File: config.mk
export PLATFORM = sky130hd
export DESIGN_NAME = frt_ctrl
export DESIGN_NICKNAME = d
export VERILOG_FILES = /design/src/frt_pkg.sv /design/src/edge_sync.sv /design/src/frt_ctrl.sv
export VERILOG_INCLUDE_DIRS = /design/src
export SDC_FILE = /design/constraint.sdc
export NUM_CORES = 1
export LEC_CHECK = 0
export ABC_AREA = 1
export BUFFER_PORTS_ARGS = -buffer_cell sky130_fd_sc_hd__buf_2
export CELL_PAD_IN_SITES_DETAIL_PLACEMENT = 1
export CELL_PAD_IN_SITES_GLOBAL_PLACEMENT = 1
export CORE_MARGIN = 4
export CORE_UTILIZATION = 37
export DETAILED_ROUTE_END_ITERATION = 8
export PLACE_DENSITY_LB_ADDON = 0.1
export RECOVER_POWER = 100
export SYNTH_ARGS = -nofsm -noshare
export SYNTH_HDL_FRONTEND = slang
export SYNTH_SLANG_ARGS = --single-unit
File: constraint.sdc
create_clock -name clk_i -period 3.65 [get_ports clk_i]
set_input_delay 0 -clock clk_i [delete_from_list [all_inputs] [get_ports clk_i]]
set_output_delay 0 -clock clk_i [all_outputs]
set_load 0.01 [all_outputs]
File: src/frt_params.svh
// Purpose: Offsets, field positions, reset values and codes of the timer control block.
// Assumes: Included by the design module and by the checker.
// Notes: Register offsets are word indices; the byte address is four times the index.
`ifndef FRT_PARAMS_SVH
`define FRT_PARAMS_SVH

`define FRT_IDX_CONTROL 16'hffa0
`define FRT_IDX_STATUS 16'hffa1
`define FRT_IDX_COUNT 16'hffa2
`define FRT_IDX_CAPTURE 16'hffa3
`define FRT_IDX_IRQ_STATUS 16'hffa4
`define FRT_IDX_IRQ_MASK 16'hffa5

`define FRT_CTRL_CKS_LSB 0
`define FRT_CTRL_OEA 2
`define FRT_CTRL_OEB 3
`define FRT_CTRL_OVERFLOW_IRQ_ENABLE 4
`define FRT_CTRL_COMPARE_A_IRQ_ENABLE 5
`define FRT_CTRL_COMPARE_B_IRQ_ENABLE 6
`define FRT_CTRL_CAPTURE_IRQ_ENABLE 7

`define FRT_STAT_ICF 7
`define FRT_STAT_OCFB 3
`define FRT_STAT_OCFA 2
`define FRT_STAT_OVF 1
`define FRT_STAT_FLAGS 8'h8e

`define FRT_EV_CAPTURE 0
`define FRT_EV_CMP_A 1
`define FRT_EV_CMP_B 2
`define FRT_EV_OVERFLOW 3

`define FRT_CONTROL_RESET 8'h00
`define FRT_STATUS_RESET 8'h00
`define FRT_IRQ_MASK_RESET 4'h0

`define FRT_CKS_DIV2 2'h0
`define FRT_CKS_DIV8 2'h1
`define FRT_CKS_DIV32 2'h2
`define FRT_CKS_EXT 2'h3

`define FRT_DIV2_BITS 3'h1
`define FRT_DIV8_BITS 3'h3
`define FRT_DIV32_BITS 3'h5
`define FRT_COUNT_MAX 16'hffff

`endif

File: src/frt_pkg.sv
// Purpose: Types shared by the timer control block and its input synchroniser.
// Assumes: frt_params.svh supplies the field positions.
// Notes: The whole state of each module is one packed struct.
package frt_pkg;

    typedef enum logic {BUS_IDLE, BUS_DONE} bus_phase_e;

    typedef struct packed {
        logic [2:0] stage;
    } sync_s;

    typedef struct packed {
        bus_phase_e phase;
        logic ack;
        logic [31:0] rdata;
        logic [7:0] control;
        logic [7:0] flags;
        logic [7:0] armed;
        logic [4:0] prescale;
        logic [15:0] count;
        logic [15:0] capture;
        logic [3:0] irq_status;
        logic [3:0] irq_mask;
        logic [3:0] irq_req;
        logic irq;
        logic pin_a;
        logic pin_b;
    } state_s;

endpackage

File: src/edge_sync.sv
// Purpose: Brings a pin into the clock domain and reports its rising edges.
// Assumes: The pin is asynchronous to clk_i.
// Notes: Stage 0 is read only by stage 1; edges are found between stages 1 and 2.
`timescale 1ns/1ns
module edge_sync
(
    input wire logic clk_i,
    input wire logic rst_i,
    input wire logic level_i,
    output logic rise_o
);

    frt_pkg::sync_s s_reg;
    frt_pkg::sync_s s_next;

    // Shift the pin through the synchroniser and a history stage.
    always_comb
    begin
        s_next = s_reg;
        s_next.stage = {s_reg.stage[1:0], level_i};
    end

    always_ff @(posedge clk_i)
    begin
        if (rst_i)
        begin
            s_reg <= '0;
        end
        else
        begin
            s_reg <= s_next;
        end
    end

    // A rise is a high synchronised level that was low one cycle before.
    assign rise_o = s_reg.stage[1] & ~s_reg.stage[2];

endmodule // edge_sync

File: src/frt_ctrl.sv
// Purpose: Control and status logic of a free-running 16-bit timer on a Wishbone slave port.
// Assumes: Classic Wishbone, 32-bit data, 10 MHz clock; compare match pulses come from the same clock.
// Notes: Control and status registers are 8 bits in the low byte; words above read as zero.
`timescale 1ns/1ns
`include "frt_params.svh"

module frt_ctrl
#(
    parameter int ADR_WIDTH = 18
)
(
    input wire logic clk_i,
    input wire logic rst_i,
    input wire logic wb_cyc_i,
    input wire logic wb_stb_i,
    input wire logic wb_we_i,
    input wire logic [ADR_WIDTH-1:0] wb_adr_i,
    input wire logic [3:0] wb_sel_i,
    input wire logic [31:0] wb_dat_i,
    output logic [31:0] wb_dat_o,
    output logic wb_ack_o,
    input wire logic ext_clock_i,
    input wire logic capture_pin_i,
    input wire logic compare_a_match_i,
    input wire logic compare_b_match_i,
    output logic compare_a_pin_o,
    output logic compare_b_pin_o,
    output logic [3:0] irq_req_o,
    output logic irq_o
);

    // The whole state is one packed struct: s_reg holds it, s_next is its value after the next edge.
    // Keeping it in one place means the reset branch below must list every field once.
    frt_pkg::state_s s_reg;
    frt_pkg::state_s s_next;

    // Rising edges of the two pins, already two flip-flops away from the pads.
    logic ext_rise;
    logic capture_rise;
    logic [1:0] pin_levels;
    logic [1:0] pin_rises;

    // True when the bus address selects the word at the given index.
    // The two lowest address bits pick a byte inside the word and are ignored here.
    // Byte lanes are judged by the select lines instead, so a narrow access still hits its word.
    function automatic logic hits(input logic [ADR_WIDTH-1:0] adr, input logic [15:0] idx);
        logic [ADR_WIDTH-1:0] byte_adr;
        byte_adr = ADR_WIDTH'({idx, 2'b00});
        hits = (adr[ADR_WIDTH-1:2] == byte_adr[ADR_WIDTH-1:2]);
    endfunction

    // True when the prescaler has run through a whole period of 2**bits cycles.
    // The prescaler is cleared only by reset, so the first tick after a divider change may come early.
    // That costs at most one short period and keeps the count free of stalls.
    function automatic logic period_end(input logic [4:0] pre, input logic [2:0] bits);
        logic [4:0] mask;
        mask = 5'((6'h01 << bits) - 6'h01);
        period_end = ((pre & mask) == mask);
    endfunction

    // Both pins arrive from outside and pass the same synchroniser.
    // Neither pin may reach logic directly: a level caught mid-change would split across
    // the flip-flops that read it. One instance per pin, so both see the same latency.
    // Pin pulses shorter than two clock periods may be missed; the far side must keep them wider.
    assign pin_levels = {capture_pin_i, ext_clock_i};

    genvar gi;
    generate
        for (gi = 0; gi < 2; gi = gi + 1)
        begin : g_pin_sync
            edge_sync u_sync
            (
                .clk_i(clk_i),
                .rst_i(rst_i),
                .level_i(pin_levels[gi]),
                .rise_o(pin_rises[gi])
            );
        end
    endgenerate

    // Index 0 carries the external clock, index 1 the capture pin.
    // Swapping them would count capture edges, so the order follows pin_levels above.
    assign ext_rise = pin_rises[0];
    assign capture_rise = pin_rises[1];

    // Next-state logic: counting, capture, flags, bus access and requests.
    // Every local below is given a value first, so no path leaves one unassigned.
    // Events last one cycle, except compare events, which follow their match inputs; the flags and the status register make them sticky.
    always_comb
    begin
        logic tick;
        logic access;
        logic wr;
        logic rd;
        logic [1:0] cks;
        logic ev_capture;
        logic ev_cmp_a;
        logic ev_cmp_b;
        logic ev_ovf;
        logic [3:0] events;
        logic [3:0] enabled;
        logic [7:0] flag_set;
        logic [7:0] flag_clr;
        logic [31:0] rdata;

        s_next = s_reg;
        tick = 1'b0;
        access = 1'b0;
        wr = 1'b0;
        rd = 1'b0;
        cks = s_reg.control[`FRT_CTRL_CKS_LSB +: 2];
        ev_capture = 1'b0;
        ev_cmp_a = 1'b0;
        ev_cmp_b = 1'b0;
        ev_ovf = 1'b0;
        events = 4'h0;
        enabled = 4'h0;
        flag_set = 8'h00;
        flag_clr = 8'h00;
        rdata = 32'h0000_0000;

        // The prescaler runs freely so a change of divider never stalls the count.
        s_next.prescale = s_reg.prescale + 5'h01;

        // Pick the source that advances the counter.
        // Only one source can tick in a cycle, so the counter moves by at most one.
        case (cks)
            `FRT_CKS_DIV2: tick = period_end(s_reg.prescale, `FRT_DIV2_BITS);
            `FRT_CKS_DIV8: tick = period_end(s_reg.prescale, `FRT_DIV8_BITS);
            `FRT_CKS_DIV32: tick = period_end(s_reg.prescale, `FRT_DIV32_BITS);
            `FRT_CKS_EXT: tick = ext_rise;
            default: tick = 1'b0;
        endcase

        // The counter wraps from all ones to zero and reports the overflow.
        // The overflow event lasts one cycle, the ticking cycle in which the count still shows all ones; zero follows on the next edge.
        if (tick)
        begin
            s_next.count = s_reg.count + 16'h0001;
            ev_ovf = (s_reg.count == `FRT_COUNT_MAX);
        end

        // A capture takes the count before this cycle's increment.
        // Software reading the capture word therefore sees the value the counter showed
        // in the cycle in which the pin edge was recognised.
        ev_capture = capture_rise;
        if (ev_capture)
        begin
            s_next.capture = s_reg.count;
        end

        // Match pulses come from the same clock and need no synchroniser.
        // A match held high for several cycles sets its flag again in each of them.
        ev_cmp_a = compare_a_match_i;
        ev_cmp_b = compare_b_match_i;

        // A request is taken in idle; the done phase keeps one request from acking twice.
        // The answer comes one edge after the request is taken and stands for one cycle.
        // A master that keeps its strobe up past the answer has it taken again in the cycle after the answer.
        case (s_reg.phase)
            frt_pkg::BUS_IDLE:
            begin
                access = wb_cyc_i & wb_stb_i;
                s_next.ack = access;
                if (access)
                begin
                    s_next.phase = frt_pkg::BUS_DONE;
                end
            end
            frt_pkg::BUS_DONE:
            begin
                s_next.ack = 1'b0;
                s_next.phase = frt_pkg::BUS_IDLE;
            end
            default:
            begin
                s_next.ack = 1'b0;
                s_next.phase = frt_pkg::BUS_IDLE;
            end
        endcase

        // Every writable field lives in byte lane 0, so only its select line gates writes.
        wr = access & wb_we_i & wb_sel_i[0];
        rd = access & ~wb_we_i;

        // Read data; unmapped words answer with zero.
        // Unmapped words are acknowledged rather than refused, so a stray access never hangs the bus.
        // Data drops back to zero in the cycle after the answer.
        if (hits(wb_adr_i, `FRT_IDX_CONTROL))
        begin
            rdata = {24'h000000, s_reg.control};
        end
        else if (hits(wb_adr_i, `FRT_IDX_STATUS))
        begin
            rdata = {24'h000000, s_reg.flags};
        end
        else if (hits(wb_adr_i, `FRT_IDX_COUNT))
        begin
            rdata = {16'h0000, s_reg.count};
        end
        else if (hits(wb_adr_i, `FRT_IDX_CAPTURE))
        begin
            rdata = {16'h0000, s_reg.capture};
        end
        else if (hits(wb_adr_i, `FRT_IDX_IRQ_STATUS))
        begin
            rdata = {28'h0000000, s_reg.irq_status};
        end
        else if (hits(wb_adr_i, `FRT_IDX_IRQ_MASK))
        begin
            rdata = {28'h0000000, s_reg.irq_mask};
        end
        if (rd)
        begin
            s_next.rdata = rdata;
        end
        else if (s_reg.phase == frt_pkg::BUS_DONE)
        begin
            s_next.rdata = 32'h0000_0000;
        end

        // A read that sees a flag set arms that flag for clearing.
        // Only flags set at the moment of the read are armed; one that sets later needs a fresh read,
        // so an event that lands between the read and the write is not lost.
        if (rd && hits(wb_adr_i, `FRT_IDX_STATUS))
        begin
            s_next.armed = s_reg.armed | s_reg.flags;
        end

        // Control register: every bit is plain read and write.
        // A new clock select takes effect from the next cycle; the prescaler keeps running.
        if (wr && hits(wb_adr_i, `FRT_IDX_CONTROL))
        begin
            s_next.control = wb_dat_i[7:0];
        end

        // A zero clears only an armed flag; a one leaves the flag alone.
        // Any write to the status word disarms every flag, so a clear needs its own read first.
        if (wr && hits(wb_adr_i, `FRT_IDX_STATUS))
        begin
            flag_clr = ~wb_dat_i[7:0] & s_reg.armed & `FRT_STAT_FLAGS;
            s_next.armed = 8'h00;
        end

        // The mask only gates the summary interrupt; status bits keep collecting events.
        if (wr && hits(wb_adr_i, `FRT_IDX_IRQ_MASK))
        begin
            s_next.irq_mask = wb_dat_i[3:0];
        end

        // Hardware sets after software clears, so an event is never lost.
        // Armed bits follow their flags, so a flag cleared here cannot stay armed.
        flag_set[`FRT_STAT_ICF] = ev_capture;
        flag_set[`FRT_STAT_OCFA] = ev_cmp_a;
        flag_set[`FRT_STAT_OCFB] = ev_cmp_b;
        flag_set[`FRT_STAT_OVF] = ev_ovf;
        s_next.flags = (s_reg.flags & ~flag_clr) | flag_set;
        s_next.armed = s_next.armed & s_next.flags;

        // Sticky interrupt status sees only events whose enable is set.
        // Its clear works by writing ones, unlike the flags, and a new event wins over the clear.
        events[`FRT_EV_CAPTURE] = ev_capture;
        events[`FRT_EV_CMP_A] = ev_cmp_a;
        events[`FRT_EV_CMP_B] = ev_cmp_b;
        events[`FRT_EV_OVERFLOW] = ev_ovf;
        enabled[`FRT_EV_CAPTURE] = s_reg.control[`FRT_CTRL_CAPTURE_IRQ_ENABLE];
        enabled[`FRT_EV_CMP_A] = s_reg.control[`FRT_CTRL_COMPARE_A_IRQ_ENABLE];
        enabled[`FRT_EV_CMP_B] = s_reg.control[`FRT_CTRL_COMPARE_B_IRQ_ENABLE];
        enabled[`FRT_EV_OVERFLOW] = s_reg.control[`FRT_CTRL_OVERFLOW_IRQ_ENABLE];
        if (wr && hits(wb_adr_i, `FRT_IDX_IRQ_STATUS))
        begin
            s_next.irq_status = s_reg.irq_status & ~wb_dat_i[3:0];
        end
        s_next.irq_status = s_next.irq_status | (events & enabled);

        // Requests follow each flag for as long as it and its enable are set.
        // They use the next values so a request drops on the same edge as its flag or enable.
        s_next.irq_req[`FRT_EV_CAPTURE] = s_next.flags[`FRT_STAT_ICF]
            & s_next.control[`FRT_CTRL_CAPTURE_IRQ_ENABLE];
        s_next.irq_req[`FRT_EV_CMP_A] = s_next.flags[`FRT_STAT_OCFA]
            & s_next.control[`FRT_CTRL_COMPARE_A_IRQ_ENABLE];
        s_next.irq_req[`FRT_EV_CMP_B] = s_next.flags[`FRT_STAT_OCFB]
            & s_next.control[`FRT_CTRL_COMPARE_B_IRQ_ENABLE];
        s_next.irq_req[`FRT_EV_OVERFLOW] = s_next.flags[`FRT_STAT_OVF]
            & s_next.control[`FRT_CTRL_OVERFLOW_IRQ_ENABLE];
        s_next.irq = |(s_next.irq_status & s_next.irq_mask);

        // Match pulses reach the pins only through their output enables.
        // The pins repeat the match pulses one edge after the match, for as long as the match stays high, not toggling levels.
        s_next.pin_a = compare_a_match_i & s_reg.control[`FRT_CTRL_OEA];
        s_next.pin_b = compare_b_match_i & s_reg.control[`FRT_CTRL_OEB];
    end

    // All state updates on one edge; reset returns every field to its documented value.
    // Reset is synchronous, so the branch holds constants only and a glitch on the
    // reset line between edges has no effect.
    always_ff @(posedge clk_i)
    begin
        if (rst_i)
        begin
            s_reg.phase <= frt_pkg::BUS_IDLE;
            s_reg.ack <= 1'b0;
            s_reg.rdata <= 32'h0000_0000;
            s_reg.control <= `FRT_CONTROL_RESET;
            s_reg.flags <= `FRT_STATUS_RESET;
            s_reg.armed <= 8'h00;
            s_reg.prescale <= 5'h00;
            s_reg.count <= 16'h0000;
            s_reg.capture <= 16'h0000;
            s_reg.irq_status <= 4'h0;
            s_reg.irq_mask <= `FRT_IRQ_MASK_RESET;
            s_reg.irq_req <= 4'h0;
            s_reg.irq <= 1'b0;
            s_reg.pin_a <= 1'b0;
            s_reg.pin_b <= 1'b0;
        end
        else
        begin
            s_reg <= s_next;
        end
    end

    // Every output is a flip-flop of the state.
    // No output passes through logic after its register, so the pads see clean edges.
    assign wb_dat_o = s_reg.rdata;
    assign wb_ack_o = s_reg.ack;
    assign compare_a_pin_o = s_reg.pin_a;
    assign compare_b_pin_o = s_reg.pin_b;
    assign irq_req_o = s_reg.irq_req;
    assign irq_o = s_reg.irq;

endmodule // frt_ctrl

Word-level counts from Yosys, hierarchy flattened
Cells that the tools add are included.

word-level totals
  bits in registers = 116
  latch bits = 0
  bits in writable memories = 0
  bits in read-only memories = 0
  input bits = 63
  output and inout bits = 40
  word-level logic and storage cells = 87
  memories kept = 0

operators by class
  $add $sub $neg = 2
  multiply operators = 0
  divide/modulo/power cells = 0
  $lt $le $gt $ge = 0
  eq/ne operators = 12
  shift operators = 0
  mux-type cells = 19
  bitwise operators = 28
  reduce and logical (&&, ||, !) cells = 8

operator list
  cell                   number
  $eq 16x16->1 const B   7
  $mux 16                4
  $mux 32                2
  $mux 8                 4
  $and 8x8->8            3
  $add 16x1->16 const B  1
  $mux 4                 4
  $not 8->8              2
  $or 8x8->8             2
  $and 1x1->1            12
  $and 4x4->4            3
  $add 5x1->5 const B    1
  $eq 5x5->1 const B     1
  $logic_and 1x1->1      5
  $eq 2x2->1 const B     2
  $not 1->1              4
  $not 4->4              1
  $or 4x4->4             1
  $pmux 1 s4             1
  $pmux 2 s2             1
  $reduce_or 4->1        1
  $eq 3x3->1 const B     1
  $mux 1                 3
  $eq 2x1->1 const B     1
  other kinds (2)        2

Logic depth before layout (Yosys ltp)
  depth in word-level cells = 10
  gate-level depth with buffers = 14
  depth with buffers taken out = 14

Hierarchy
Synthesis repeated with hierarchy kept, for this count alone.

second synthesis, totals
  cell total of the unflattened synthesis = 629
  area total of the unflattened synthesis = 4480.5 um^2

by module, submodules not included
  module     times used  cells each  area each (um^2)  seq. area each (um^2)
  frt_ctrl   1           609         4307.9            1701.6
  edge_sync  2           10          86.3              60.1

Worst setup path before layout
Ideal clock, no wire load.

  path type = reg-to-reg
  start point = register s_reg[47] (netlist name)
  end point = register s_reg[34] (netlist name)
  setup time = 0.119 ns
  data arrival time = 1.552 ns
  data required time = 3.531 ns
  slack = 1.978 ns
  stages on the path, launching flop included = 13
  buffers on the path = 1
  cells stage by stage = dfxtp_1 ha_1 nand2_1 nor2_1 ha_1 nand2_1 nand3_1 nand2_1 inv_1 clkbuf_1 nand2_1 o21ai_0 a21oi_1

between the ends
  cells in the longest elaborated chain, start to end = 2
  elaborated cells on any way between the ends = 3
  those cells by class = eq/ne: 2; mux: 1

ends and longest elaborated chain
  element                                          RTL line         text
  from (decl)                                      frt_ctrl.sv:34   frt_pkg::state_s s_reg;
  from (signal assigned)                           frt_ctrl.sv:319  s_reg <= s_next;
  $eq 5x5->1 / $eq 3x3->1 (equally long branches)  frt_ctrl.sv:58   period_end = ((pre & mask) == mask);
  $pmux 1 s4 (*)                                   frt_ctrl.sv:127  case (cks)

Mark *: on every way between the ends. The rest lies on a longest branch, timed or not.
A chain may end at the register's enable or synchronous reset.

Worst setup path in the final report
  start point = input wb_stb_i
  end point = register s_reg (netlist bit wb_dat_o[13])

between the ends
  cells in the longest elaborated chain, start to end = 4
  elaborated cells on any way between the ends = 5
  those cells by class = mux: 2; bitwise: 2; reduce/logical: 1

ends and longest elaborated chain
  element                                              RTL line         text
  from (decl)                                          frt_ctrl.sv:15   input wire logic wb_stb_i,
  $and 1x1->1 (*)                                      frt_ctrl.sv:163  access = wb_cyc_i & wb_stb_i;
  $mux 1 (*)                                           frt_ctrl.sv:160  case (s_reg.phase)
  $and 1x1->1 (*)                                      frt_ctrl.sv:184  rd = access & ~wb_we_i;
  $mux 32 / $reduce_bool 2->1 (equally long branches)  --

Marks and branches as above.

==> reports/qor.yml <==
status:
  outcome: "finished with violations"
  violations: "max-capacitance violations, max-slew violations"
synth:
  yosysUniqueCellTypes: 36
  ys.warnings.count: 0
  synth_top_area_frac: 0.410
  ys_seq_elements: 91
  syn-cell-area_sq_um: 4440
  seq_area_frac_synth: 0.410
  synthCells: 630
  syn_avg_cell_area_sq_um: 7.05
  synth_area_leaders: "dfxtp_1, nand2_1, inv_1, buf_4, a21oi_1"
  synth_top_area_cell: "dfxtp_1"
worst_setup_path:
  r2r_start: "s_reg[47]"
  critPathCaptureType: "flip-flop"
  rr_endpoint: "s_reg[40]"
  critical_path_class: "in2reg"
  cp_max_fo: 18
  crit_end: "wb_dat_o[13]"
  critPathLaunchType: "input pin"
  crit_required_ns: 3.90
  worstPathArrival_ns: 2.95
  r2r_cells: 13
  r2r_slack_ns: 1.19
  startpoint: "wb_stb_i"
timing:
  fin_setup_tns_ns: 0
  relSlewSlack: -0.629
  max_freq_ghz: 0.370
  finalMaxSlewViolations: 53
  rsz0062_at_grt: "false"
  whs_ns: 0.0490
  setup_ws_ns: 0.950
  min_period_ns: 2.70
  post-route-period-util: 0.740
  fin_skew_ns: 0.00476
  hold_viol: 0
  tightest_slew_ns: 2.44
  setup_violations: 0
min_path:
  holdPathStages: 3
  hold_class: "in2reg"
clock_tree:
  cts_sinks: 91
  cts-root-buf: "clkbuf_16"
  cts_resized: 0
  hold_buffers: 13
  clk_path_buf_depth: 2
  cts_tree: "yes"
  h-tree-depth: 3
  cts_setup_buffers: 0
  clock_latency_ns: 0.34
  cts_buffers: 9
  path_clk_slew_ns: 0.06
power:
  p_switching_mw: 0.482
  ir_worst_vdd_v: 0.000247
  power_frac_comb: 0.060
  power.leakage_nw: 1.93
  seqPwrFrac: 0.476
  swShare: 0.224
  power.density_nw_per_um2: 430
  clockPowerShare: 0.464
  p_int_mw: 1.67
route:
  ant_nets: 0
  route.detailed.drc: 0
  viasPerCell: 4.97
  via_count: 4088
  routed_wirelength_microns: 12300
  wl_per_cell_microns: 15.0
  drt_first_pass_iters: 4
  dr.first_iter.drc_count: 188
placement:
  dp_slack_ns: 1.20
  place.gp.congestion: 0.834
  hpwl_microns: 9090
  portBuffers: 57
finish:
  final_net_count: 742
  n_antenna_cell: 0
  synthToLayoutAreaGrowth_pct: 12.8
  drive_above_1_share: 0.103
  final.fill_count: 1528
  largest_reg_flops: 62
  utilization: 0.433
grt:
  grt.overflow.total: 0
  grt_pass1_wl_microns: 21000
  grt_use_total: 0.186
  grt_max_degree: 53
  antenna_found_initial: 0
  grt_pass1_vias: 4248
run:
  maxCapViolations: 1
floorplan:
  start_util: 0.384
  core_area_sq_um: 11600
  die_w_microns: 118
  die-area_sq_um: 13800
  io_pins: 103
  placementRows: 39
  die_y_microns: 118
## critical path, cell delays in order
cell and delay, ns:
dlygate4sd3_1 0.54, buf_2 0.12, nand2_1 0.05, dlygate4sd3_1 0.54, nor2_1 0.05, inv_1 0.07, nor2_1 0.04, clkbuf_1 0.35
nor2_1 0.87, nand2_1 0.13, a21oi_1 0.18
## layout by cell type (no fill, tap or decap), types with 9 or more instances in the layout
cell type,netlist,layout
conb_1,1,16
nor3_1,20,20
nand3_1,39,39
clkbuf_16,0,9
buf_2,2,33
a21oi_1,55,55
o21ai_0,44,49
inv_1,78,80
nor2_1,63,66
dfxtp_1,91,91
clkbuf_1,14,28
nand2_1,112,112
dlygate4sd3_1,0,13
## synthesized netlist by cell type, drive strengths merged
master / count
nand2: 117
dfxtp: 91
inv: 88
nor2: 73
o21ai: 57
a21oi: 55
nand3: 41
buf: 40
nor3: 20
clkbuf: 14
o22ai: 6
nand4: 5
ha: 4
xor2: 4
nand3b: 3
nor4: 3
a31oi: 2
o211ai: 2
clkinv: 1
conb: 1
nor3b: 1
o21bai: 1
xnor2: 1
## cell type report
class,count,area (sq um),area share
multi-input cells,411,1960,0.391
flip-flops and latches,91,1820,0.364
repair buffers,73,397,0.0792
inverters,89,334,0.0667
clock buffers,11,243,0.0485
well taps,143,179,0.0357
clock inverters,4,75.1,0.0150
## power by group through the flow
stage	Clock, mW	Combinational, mW	Sequential, mW
floorplan	0	0.0889	1.04
global placement	0	0.117	1.04
detailed placement	0	0.122	1.05
CTS	1.02	0.134	1.02
global route	1.07	0.149	1.03
finish	0.999	0.129	1.02
## through the flow
step	cell area, sq um	power, mW	std cells
CTS	5080	2.18	822
finish	5010	2.15	822
global route	5010	2.24	822
detailed placement	4630	1.17	794
floorplan	4500	1.13	645
global placement	4630	1.16	794
## worst min-delay path by stage
| stage | startpoint | to |
|---|---|---|
| final | wb_dat_i[2] | s_reg[70] |
| after global routing | wb_dat_i[2] | s_reg[70] |
| after CTS | wb_dat_i[2] | s_reg[70] |
| after detailed placement | capture_pin_i | g_pin_sync[1].u_sync.s_reg[0] |
| after global placement | capture_pin_i | g_pin_sync[1].u_sync.s_reg[0] |
| after floorplan | ext_clock_i | g_pin_sync[0].u_sync.s_reg[0] |
## routing by layer
metal,global-route usage,wire length (microns)
met1,0.245,5990
met2,0.305,5650
met3,0.0389,486
met4,0.0601,210
met5,0,0
## logic make-up after synthesis
group | share of synthesized area
adders and majority gates | 0.0113
DFF | 0.410
other | 0.000844
and+or+nand+nor | 0.268
buffers and inverters | 0.154
AOI/OAI and AO/OA | 0.146
xor gates and xnor gates | 0.00986
Power figures use the tool's default switching activity.
